===== src/ocp_params.svh =====
// Constants for the optional configuration pin controller
`ifndef OCP_PARAMS_SVH
`define OCP_PARAMS_SVH
`define OCP_NUM_IO 8
`define OCP_IO_W 3
`define OCP_ADDR_W 8
`define OCP_OFF_CTRL 8'h00
`define OCP_OFF_STATUS 8'h04
`define OCP_OFF_IO_OUT 8'h08
`define OCP_OFF_IO_OE 8'h0c
`define OCP_OFF_USER 8'h10
`define OCP_CTRL_RESET 32'h0000_0000
`define OCP_BIT_EN_STARTCLK 0
`define OCP_BIT_EN_DONE_PIN 1
`define OCP_BIT_EN_CAL_GATE 2
`define OCP_BIT_EN_GOE 3
`define OCP_BIT_EN_GCLR 4
`define OCP_BIT_SERIAL_SRC 5
`define OCP_BIT_DATA_LOADED 6
`define OCP_BIT_INIT_GO 7
`define OCP_CTRL_W 8
`define OCP_INIT_CYCLES 8'h10
`define OCP_DIV_HALF 4'h4
`endif


===== src/ocp_pkg.sv =====
// Types for the optional configuration pin controller
package ocp_pkg;
  typedef enum logic [1:0] {
    OCP_ST_UNCONF,
    OCP_ST_LOADED,
    OCP_ST_INIT,
    OCP_ST_USER
  } ocp_state_t;
endpackage


===== src/ocp_sync.sv =====
// Two-flop synchroniser for the global override inputs
`timescale 1ns/1ns
module ocp_sync (
  input wire logic clk,
  input wire logic reset_n,
  input wire logic din,
  output logic dout
);
  logic meta_q;
  logic meta_d;
  logic out_q;
  logic out_d;

  always_comb begin
    meta_d = din;
    out_d = meta_q;
  end

  // Inputs idle high: reset value 1
  always_ff @(posedge clk or negedge reset_n) begin
    if (!reset_n) begin
      meta_q <= 1'b1;
      out_q <= 1'b1;
    end else begin
      meta_q <= meta_d;
      out_q <= out_d;
    end
  end

  assign dout = out_q;
endmodule


===== src/ocp_ctrl.sv =====
// Optional configuration pin controller with APB register access
// How it works
// - Disabled optional pin other than the done pin behaves as general user I/O.
// - During configuration disabled optional pins are tri-stated, weakly pulled up.
// - Start-up clock option on: initialization advances on start-up clock.
// - Serial config clock derived from start-up clock when source selects it.
// - Done output reports initialization finished, user mode entered.
// - Config request low: done output left undriven.
// - After option bit loaded, done output driven low.
// - On completion done output released high, user mode entered.
// - Calibration gating on: release waits for calibration complete.
// - Calibration gating off: release ignores calibration status.
// - Output enable input low and enabled: the eight general I/O high impedance; optional pins used as user I/O keep their enables.
// - Output enable input high: I/O follows programmed enables.
// - Clear input low and enabled: user register held cleared.
// - Clear input high: registers operate normally.
`timescale 1ns/1ns
`include "ocp_params.svh"
module ocp_ctrl (
  input wire logic clk,
  input wire logic reset_n,
  input wire logic psel,
  input wire logic penable,
  input wire logic pwrite,
  input wire logic [7:0] paddr,
  input wire logic [31:0] pwdata,
  output logic [31:0] prdata,
  output logic pready,
  output logic pslverr,
  input wire logic config_request_n,
  input wire logic termination_cal_complete,
  input wire logic user_startup_clock_in,
  output logic user_startup_clock_oe_n,
  output logic init_done_out,
  output logic init_done_oe_n,
  input wire logic global_output_enable_in,
  output logic global_output_enable_oe_n,
  input wire logic global_register_clear_n_in,
  output logic global_register_clear_n_oe_n,
  output logic serial_config_clock,
  output logic pullup_en,
  output logic [7:0] io_out,
  output logic [7:0] io_oe_n,
  output logic user_mode
);
  // ****************************************
  // Register state
  // ****************************************
  logic [7:0] ctrl_q, ctrl_d;
  logic [7:0] io_out_reg_q, io_out_reg_d;
  logic [7:0] io_en_reg_q, io_en_reg_d;
  logic [7:0] user_reg_q, user_reg_d;
  logic [31:0] prdata_q, prdata_d;
  logic pready_q, pready_d;
  logic pslverr_q, pslverr_d;
  ocp_pkg::ocp_state_t state_q, state_d;
  logic [7:0] init_cnt_q, init_cnt_d;
  logic clk_prev_q, clk_prev_d;
  logic [3:0] div_q, div_d;
  logic sclk_q, sclk_d;
  logic done_oe_n_q, done_oe_n_d;
  logic uclk_oe_n_q, uclk_oe_n_d;
  logic goe_oe_n_q, goe_oe_n_d;
  logic gclr_oe_n_q, gclr_oe_n_d;
  logic pull_q, pull_d;
  logic [7:0] io_out_q, io_out_d;
  logic [7:0] io_oe_n_q, io_oe_n_d;
  logic user_q, user_d;
  logic goe_s, gclr_s;
  logic clr_act, hiz_act, startclk_edge, init_tick, wr_en, rd_en;

  ocp_sync u_sync_goe (
    .clk(clk),
    .reset_n(reset_n),
    .din(global_output_enable_in),
    .dout(goe_s)
  );
  ocp_sync u_sync_gclr (
    .clk(clk),
    .reset_n(reset_n),
    .din(global_register_clear_n_in),
    .dout(gclr_s)
  );

  function automatic logic opt(input logic [7:0] c, input int b);
    opt = c[b];
  endfunction

  // ****************************************
  // Override decode
  // ****************************************
  always_comb begin
    clr_act = opt(ctrl_q, `OCP_BIT_EN_GCLR) && !gclr_s;
    hiz_act = opt(ctrl_q, `OCP_BIT_EN_GOE) && !goe_s;
    startclk_edge = user_startup_clock_in && !clk_prev_q;
    init_tick = opt(ctrl_q, `OCP_BIT_EN_STARTCLK) ? startclk_edge : 1'b1;
    wr_en = psel && penable && pwrite;
    rd_en = psel && !penable && !pwrite;
  end

  // ****************************************
  // APB slave
  // ****************************************
  always_comb begin
    ctrl_d = ctrl_q;
    io_out_reg_d = io_out_reg_q;
    io_en_reg_d = io_en_reg_q;
    user_reg_d = user_reg_q;
    prdata_d = prdata_q;
    pready_d = psel && !penable;
    pslverr_d = 1'b0;
    if (psel && !penable) begin
      pslverr_d = !(paddr == `OCP_OFF_CTRL || paddr == `OCP_OFF_STATUS ||
                    paddr == `OCP_OFF_IO_OUT || paddr == `OCP_OFF_IO_OE ||
                    paddr == `OCP_OFF_USER);
    end
    if (rd_en) begin
      unique case (paddr)
        `OCP_OFF_CTRL: prdata_d = {24'h00_0000, ctrl_q};
        `OCP_OFF_STATUS: prdata_d = {26'h000_0000, gclr_s, goe_s,
                                    termination_cal_complete,
                                    config_request_n, state_q};
        `OCP_OFF_IO_OUT: prdata_d = {24'h00_0000, io_out_reg_q};
        `OCP_OFF_IO_OE: prdata_d = {24'h00_0000, io_en_reg_q};
        `OCP_OFF_USER: prdata_d = {24'h00_0000, user_reg_q};
        default: prdata_d = 32'h0000_0000;
      endcase
    end
    if (wr_en && pready_q) begin
      unique case (paddr)
        `OCP_OFF_CTRL: ctrl_d = pwdata[7:0];
        `OCP_OFF_IO_OUT: io_out_reg_d = pwdata[7:0];
        `OCP_OFF_IO_OE: io_en_reg_d = pwdata[7:0];
        `OCP_OFF_USER: user_reg_d = pwdata[7:0];
        default: ;
      endcase
    end
    if (clr_act) begin
      user_reg_d = 8'h00;
    end
  end

  // ****************************************
  // Initialization sequence
  // ****************************************
  always_comb begin
    state_d = state_q;
    init_cnt_d = init_cnt_q;
    clk_prev_d = user_startup_clock_in;
    if (!config_request_n) begin
      state_d = ocp_pkg::OCP_ST_UNCONF;
      init_cnt_d = 8'h00;
    end else begin
      unique case (state_q)
        ocp_pkg::OCP_ST_UNCONF: begin
          if (opt(ctrl_q, `OCP_BIT_DATA_LOADED)) begin
            state_d = ocp_pkg::OCP_ST_LOADED;
          end
        end
        ocp_pkg::OCP_ST_LOADED: begin
          if (opt(ctrl_q, `OCP_BIT_INIT_GO)) begin
            state_d = ocp_pkg::OCP_ST_INIT;
          end
        end
        ocp_pkg::OCP_ST_INIT: begin
          if (init_tick && init_cnt_q != `OCP_INIT_CYCLES) begin
            init_cnt_d = init_cnt_q + 8'h01;
          end
          if (init_cnt_q == `OCP_INIT_CYCLES &&
              (!opt(ctrl_q, `OCP_BIT_EN_CAL_GATE) ||
               termination_cal_complete)) begin
            state_d = ocp_pkg::OCP_ST_USER;
          end
        end
        ocp_pkg::OCP_ST_USER: ;
      endcase
    end
  end

  // ****************************************
  // Pin drive
  // ****************************************
  always_comb begin
    div_d = div_q;
    sclk_d = sclk_q;
    if (opt(ctrl_q, `OCP_BIT_SERIAL_SRC)) begin
      sclk_d = user_startup_clock_in;
    end else if (div_q == `OCP_DIV_HALF) begin
      div_d = 4'h0;
      sclk_d = !sclk_q;
    end else begin
      div_d = div_q + 4'h1;
    end
    done_oe_n_d = 1'b1;
    // low after load, released at done
    if (config_request_n && opt(ctrl_q, `OCP_BIT_EN_DONE_PIN) &&
        state_q != ocp_pkg::OCP_ST_UNCONF &&
        state_q != ocp_pkg::OCP_ST_USER) begin
      done_oe_n_d = 1'b0;
    end
    uclk_oe_n_d = !(state_q == ocp_pkg::OCP_ST_USER &&
                    !opt(ctrl_q, `OCP_BIT_EN_STARTCLK) && io_en_reg_q[0]);
    goe_oe_n_d = !(state_q == ocp_pkg::OCP_ST_USER &&
                   !opt(ctrl_q, `OCP_BIT_EN_GOE) && io_en_reg_q[1]);
    gclr_oe_n_d = !(state_q == ocp_pkg::OCP_ST_USER &&
                    !opt(ctrl_q, `OCP_BIT_EN_GCLR) && io_en_reg_q[2]);
    pull_d = state_q != ocp_pkg::OCP_ST_USER;
    io_out_d = io_out_reg_q;
    io_oe_n_d = ~io_en_reg_q;
    if (hiz_act || state_q != ocp_pkg::OCP_ST_USER) begin
      io_oe_n_d = 8'hff;
    end
    user_d = state_q == ocp_pkg::OCP_ST_USER;
  end

  always_ff @(posedge clk or negedge reset_n) begin
    if (!reset_n) begin
      ctrl_q <= `OCP_CTRL_W'(`OCP_CTRL_RESET);
      io_out_reg_q <= 8'h00;
      io_en_reg_q <= 8'h00;
      user_reg_q <= 8'h00;
      prdata_q <= 32'h0000_0000;
      pready_q <= 1'b0;
      pslverr_q <= 1'b0;
      state_q <= ocp_pkg::OCP_ST_UNCONF;
      init_cnt_q <= 8'h00;
      clk_prev_q <= 1'b0;
      div_q <= 4'h0;
      sclk_q <= 1'b0;
      done_oe_n_q <= 1'b1;
      uclk_oe_n_q <= 1'b1;
      goe_oe_n_q <= 1'b1;
      gclr_oe_n_q <= 1'b1;
      pull_q <= 1'b1;
      io_out_q <= 8'h00;
      io_oe_n_q <= 8'hff;
      user_q <= 1'b0;
    end else begin
      ctrl_q <= ctrl_d;
      io_out_reg_q <= io_out_reg_d;
      io_en_reg_q <= io_en_reg_d;
      user_reg_q <= user_reg_d;
      prdata_q <= prdata_d;
      pready_q <= pready_d;
      pslverr_q <= pslverr_d;
      state_q <= state_d;
      init_cnt_q <= init_cnt_d;
      clk_prev_q <= clk_prev_d;
      div_q <= div_d;
      sclk_q <= sclk_d;
      done_oe_n_q <= done_oe_n_d;
      uclk_oe_n_q <= uclk_oe_n_d;
      goe_oe_n_q <= goe_oe_n_d;
      gclr_oe_n_q <= gclr_oe_n_d;
      pull_q <= pull_d;
      io_out_q <= io_out_d;
      io_oe_n_q <= io_oe_n_d;
      user_q <= user_d;
    end
  end

  assign prdata = prdata_q;
  assign pready = pready_q;
  assign pslverr = pslverr_q;
  assign user_startup_clock_oe_n = uclk_oe_n_q;
  assign init_done_out = 1'b0;
  assign init_done_oe_n = done_oe_n_q;
  assign global_output_enable_oe_n = goe_oe_n_q;
  assign global_register_clear_n_oe_n = gclr_oe_n_q;
  assign serial_config_clock = sclk_q;
  assign pullup_en = pull_q;
  assign io_out = io_out_q;
  assign io_oe_n = io_oe_n_q;
  assign user_mode = user_q;
endmodule


===== config.mk =====
export PLATFORM = sky130hd
export DESIGN_NAME = ocp_ctrl
export DESIGN_NICKNAME = d
export VERILOG_FILES = /design/src/ocp_pkg.sv /design/src/ocp_sync.sv /design/src/ocp_ctrl.sv
export VERILOG_INCLUDE_DIRS = /design/src
export SDC_FILE = /design/constraint.sdc
export NUM_CORES = 1
export LEC_CHECK = 0
export ABC_AREA = 0
export BUFFER_PORTS_ARGS = -buffer_cell sky130_fd_sc_hd__buf_2
export CAP_MARGIN = 20
export CORE_UTILIZATION = 52
export DETAILED_ROUTE_END_ITERATION = 6
export PLACE_DENSITY = 0.79
export RECOVER_POWER = 50
export SKIP_CTS_REPAIR_TIMING = 1
export SLEW_MARGIN = 10
export SYNTH_ARGS = -nofsm -noshare
export SYNTH_HDL_FRONTEND = slang
export SYNTH_SLANG_ARGS = --single-unit

===== constraint.sdc =====
create_clock -name clk -period 2.3 [get_ports clk]
set_input_delay 0.46 -clock clk [delete_from_list [all_inputs] [get_ports clk]]
set_output_delay 0.46 -clock clk [all_outputs]
set_load 0.05 [all_outputs]

==> run_summary.xml <==
<?xml version="1.0" encoding="UTF-8"?>
<metrics>
  <group name="die">
    <metric name="design.die.area" unit="sq mm">0.00785</metric>
    <metric name="placement_rows" unit="">31</metric>
    <metric name="die_h" unit="microns">88.6</metric>
    <metric name="die_width" unit="microns">88.6</metric>
    <metric name="initial_core_util" unit="%">53.8</metric>
    <metric name="number_of_i_o_pins" unit="">108</metric>
    <metric name="core_area" unit="sq mm">0.00725</metric>
  </group>
  <group name="cts">
    <metric name="cts.htree.levels" unit="">3</metric>
    <metric name="clkSinkCount" unit="">84</metric>
    <metric name="tritoncts.num_buffers" unit="">9</metric>
    <metric name="clkTransAtPathRegs" unit="ns">0.09</metric>
    <metric name="cts_root_buffer" unit="">clkbuf_8</metric>
    <metric name="cts_tree" unit="">done</metric>
    <metric name="insertion_delay" unit="ns">0.35</metric>
    <metric name="clk_path_buf_depth" unit="">2</metric>
  </group>
  <group name="placed_design">
    <metric name="detailed_place_hpwl" unit="microns">5490</metric>
    <metric name="io_buffers" unit="">58</metric>
    <metric name="postPlaceCellArea" unit="sq mm">0.00423</metric>
    <metric name="final_gp_congestion" unit="">0.878</metric>
  </group>
  <group name="worst_setup_path">
    <metric name="worst_path_max_delay_cell" unit="">o311ai_0</metric>
    <metric name="slowest_delay" unit="ns">0.43</metric>
    <metric name="setup.worst_path.end_class" unit="">flip-flop</metric>
    <metric name="worstReg2RegEnd" unit="">state_q[0]</metric>
    <metric name="ff_to_ff_start" unit="">init_cnt_q[0]</metric>
    <metric name="timing.critical_path.arrival" unit="ns">2.21</metric>
    <metric name="timing.critical_path.from_type" unit="">flip-flop</metric>
    <metric name="worstSetupStartpoint" unit="">init_cnt_q[0]</metric>
    <metric name="critical_path_required" unit="ns">2.51</metric>
    <metric name="cp_max_fo" unit="">4</metric>
    <metric name="r2r_cells" unit="">6</metric>
    <metric name="ff2ff_setup_slack" unit="ns">0.30</metric>
    <metric name="worst-setup-path-type" unit="">reg -&gt; reg</metric>
    <metric name="critical_path.cell_chain" unit="">inv_1 -&gt; ha_1 -&gt; nor4b_1 -&gt; a21oi_1 -&gt; o311ai_0 -&gt; o41ai_1</metric>
  </group>
  <group name="drt">
    <metric name="post_drt_wl_per_cell" unit="microns">15.1</metric>
    <metric name="wl_met3" unit="microns">291</metric>
    <metric name="post-route-drc-count" unit="">0</metric>
    <metric name="route.final.wire_length" unit="microns">7540</metric>
    <metric name="routed-wl-met2" unit="microns">3760</metric>
    <metric name="wl_met1" unit="microns">3330</metric>
    <metric name="num_vias" unit="">2601</metric>
    <metric name="via_per_inst" unit="">5.20</metric>
    <metric name="initialDrtViolationCount" unit="">85</metric>
    <metric name="drt_pre_antenna_iters" unit="">4</metric>
    <metric name="route.top_layer_used" unit="">met4</metric>
    <metric name="ant_nets" unit="">0</metric>
  </group>
  <group name="layout">
    <metric name="filler_cell_count" unit="">571</metric>
    <metric name="post_route_cells_drive_above_1_share" unit="%">31.4</metric>
    <metric name="final_net_count" unit="">454</metric>
    <metric name="ff_latch_area" unit="sq mm">0.00212</metric>
    <metric name="multi_input_area" unit="sq mm">0.00155</metric>
    <metric name="total_inserted_antenna_cells" unit="">0</metric>
    <metric name="area_of_all_placed_cells_without_fillers" unit="sq mm">0.00446</metric>
    <metric name="area_growth_syn_to_layout" unit="%">14.3</metric>
  </group>
  <group name="grt">
    <metric name="grt_max_degree" unit="">48</metric>
    <metric name="grt_first_pass_wirelength" unit="microns">12700</metric>
    <metric name="track_usage" unit="%">21.9</metric>
    <metric name="grt_overflow_total" unit="">0</metric>
    <metric name="antenna_found_initial" unit="">0</metric>
    <metric name="first_global_vias" unit="">2554</metric>
  </group>
  <group name="job">
    <metric name="max_cap_violations" unit="">1</metric>
  </group>
  <group name="sta">
    <metric name="report.final.hold_viol_count" unit="">0</metric>
    <metric name="post-route-min-period" unit="ns">2.00</metric>
    <metric name="tightestPinTransition" unit="ns">1.89</metric>
    <metric name="fin_worst_hold_slack" unit="ns">0.199</metric>
    <metric name="final-max-slew-violation-count" unit="">39</metric>
    <metric name="final-setup-viol-count" unit="">0</metric>
    <metric name="clock_skew" unit="ns">0.00947</metric>
    <metric name="slew-limit-headroom" unit="%">-26.1</metric>
    <metric name="grt_setup_unrepaired" unit="">false</metric>
    <metric name="tns" unit="ns">0</metric>
    <metric name="timing.final.crit_share" unit="%">86.9</metric>
    <metric name="timing.fmax" unit="MHz">501</metric>
  </group>
  <group name="pwr">
    <metric name="design_power_total" unit="mW">3.39</metric>
    <metric name="combinationalPowerShare" unit="%">14.8</metric>
    <metric name="static-leakage-power" unit="nW">2.12</metric>
    <metric name="net_load_switching_power" unit="uW">946</metric>
    <metric name="power.internal" unit="mW">2.45</metric>
    <metric name="switching_share" unit="%">27.9</metric>
    <metric name="power.clock.fraction" unit="%">37.6</metric>
    <metric name="seq_power_share" unit="%">47.5</metric>
    <metric name="max-vdd-ir-drop" unit="uV">560</metric>
    <metric name="powerDensity" unit="mW/mm^2">761</metric>
  </group>
  <group name="min_path">
    <metric name="hold_path_class" unit="">in -&gt; reg</metric>
    <metric name="worstHoldStart" unit="">global_output_enable_in</metric>
    <metric name="holdPathEnd" unit="">u_sync_goe.meta_q</metric>
    <metric name="holdPathStages" unit="">1</metric>
  </group>
  <group name="run_status">
    <metric name="violations_in_the_final_reports" unit="">capacitance limit, slew limit</metric>
    <metric name="status" unit="">complete, but fails checks</metric>
  </group>
  <group name="yosys">
    <metric name="ys_seq_elements" unit="">84</metric>
    <metric name="post_synth_most_frequent_cells" unit="">dfrtp_1 (67), buf_4 (25), nor2_1 (25)</metric>
    <metric name="main_flop_type_after_synthesis" unit="">dfrtp_1</metric>
    <metric name="syn_avg_cell_area" unit="sq um">11.8</metric>
    <metric name="yosys.cell_types.count" unit="">50</metric>
    <metric name="number_of_cells_produced_by_synthesis" unit="">332</metric>
    <metric name="postSynth.asyncResetShare" unit="%">100</metric>
    <metric name="synth_edf_count" unit="">0</metric>
    <metric name="post_syn_area" unit="sq mm">0.00390</metric>
    <metric name="yosys_warnings" unit="">0</metric>
    <metric name="library_cell_occupying_the_most_area_in_the_post_synthesis_netlist" unit="">dfrtp_1</metric>
    <metric name="netlist_top_cells_area" unit="">dfrtp_1 (43%), dfstp_2 (11%), mux2_2 (6.9%)</metric>
    <metric name="synth.most_common_cell" unit="">dfrtp_1</metric>
    <metric name="ys_seq_area_share" unit="%">54.4</metric>
    <metric name="netlist.area_leader.share" unit="%">43.0</metric>
  </group>
</metrics>
registers in the layout, indices dropped and copies added, names as in the netlist, 2 cells and up:
signal and count:
prdata 8, init_cnt_q 8, div_q 4, io_en_reg_q 8
io_oe_n 8, ctrl_q 8, io_out 8, io_out_d 8
state_q 2, user_reg_q 8
how the worst max path moves through the flow:
stage / end / slack, ns
4_1_cts: state_q[0] / 0.31
5_1_grt: u_sync_goe.meta_q / 0.08
3_5_place_dp: io_en_reg_q[7] / 0.16
2_1_floorplan: io_out_d[0] / 0.44
3_3_place_gp: io_en_reg_q[0] / 0.15
6_report: state_q[0] / 0.30
kinds of logic (layout without fill, tap and decap cells):
logic type                 count (synthesis)  in the layout  share of synthesized area (%)
AOI/OAI and AO/OA                         48             48                           8.21
other                                      1             25                         0.0961
muxes                                     48             48                           13.1
and+or+nand+nor                           85             85                           12.5
adders and majority gates                  8              8                           2.57
xor gates and xnor gates                   4              4                          0.898
buffers and inverters                     54             99                           8.18
DFF                                       84             84                           54.4
area by class of cell:
type                            instances  share of cell area (%)
Sequential cell                        84                    47.6
Multi-Input combinational cell        218                    34.7
Timing Repair Buffer                   66                    7.88
Clock buffer                           10                    3.09
Tap cell                               99                    2.78
Clock inverter                          6                    2.50
Inverter                               17                    1.43
critical path, delay by kind of cell, from the launching register on:
kind | cells | cell delay, ns
compound gates | 3 | 0.76
flops | 1 | 0.42
fa+ha+maj | 1 | 0.16
buf+inv | 1 | 0.09
simple gates | 1 | 0.42
power by group through the flow:
stage                     sequential [mW]  combinational [mW]  clock, mW
after global placement               1.63               0.491          0
after CTS                            1.61               0.513       1.29
after detailed placement             1.64               0.511          0
after floorplan                      1.73               0.311          0
final                                1.61               0.504       1.28
after global routing                 1.62               0.556       1.37
metal layers:
metal  vias up  GRT usage, %
li1       1239             -
met1      1281          28.5
met2        68          36.2
met3        13          3.17
met4         0          10.9
met5         -             0
stage by stage:
step	utilization, %	setup slack [ns]	instances
2_1_floorplan	-	0.441	356
3_3_place_gp	58.3	0.150	484
3_5_place_dp	58.3	0.160	484
4_1_cts	61.7	0.307	500
5_1_grt	61.5	0.0756	500
6_report	61.5	0.302	500
placed cells by master, fill, tap and decap left out, drive strengths merged, types with 2 or more instances in the layout:
cell    instances
nand2          20
clkbuf         12
o31ai           5
nor3b           3
xnor2           3
nand3b          5
o21ai           8
bufinv          3
mux2           25
nor2           25
a21o            4
or4             3
nor2b           6
buf            64
a21oi          10
nand2b          4
and2            4
and4            3
conb           25
a211oi          3
a221oi          6
ha              8
nand4           2
dfstp          17
o22ai           5
inv            16
dfrtp          67
nor3            2
mux2i          23
clkinv          3
nand3           4
Note: power is estimated with default switching activity, not from simulation.
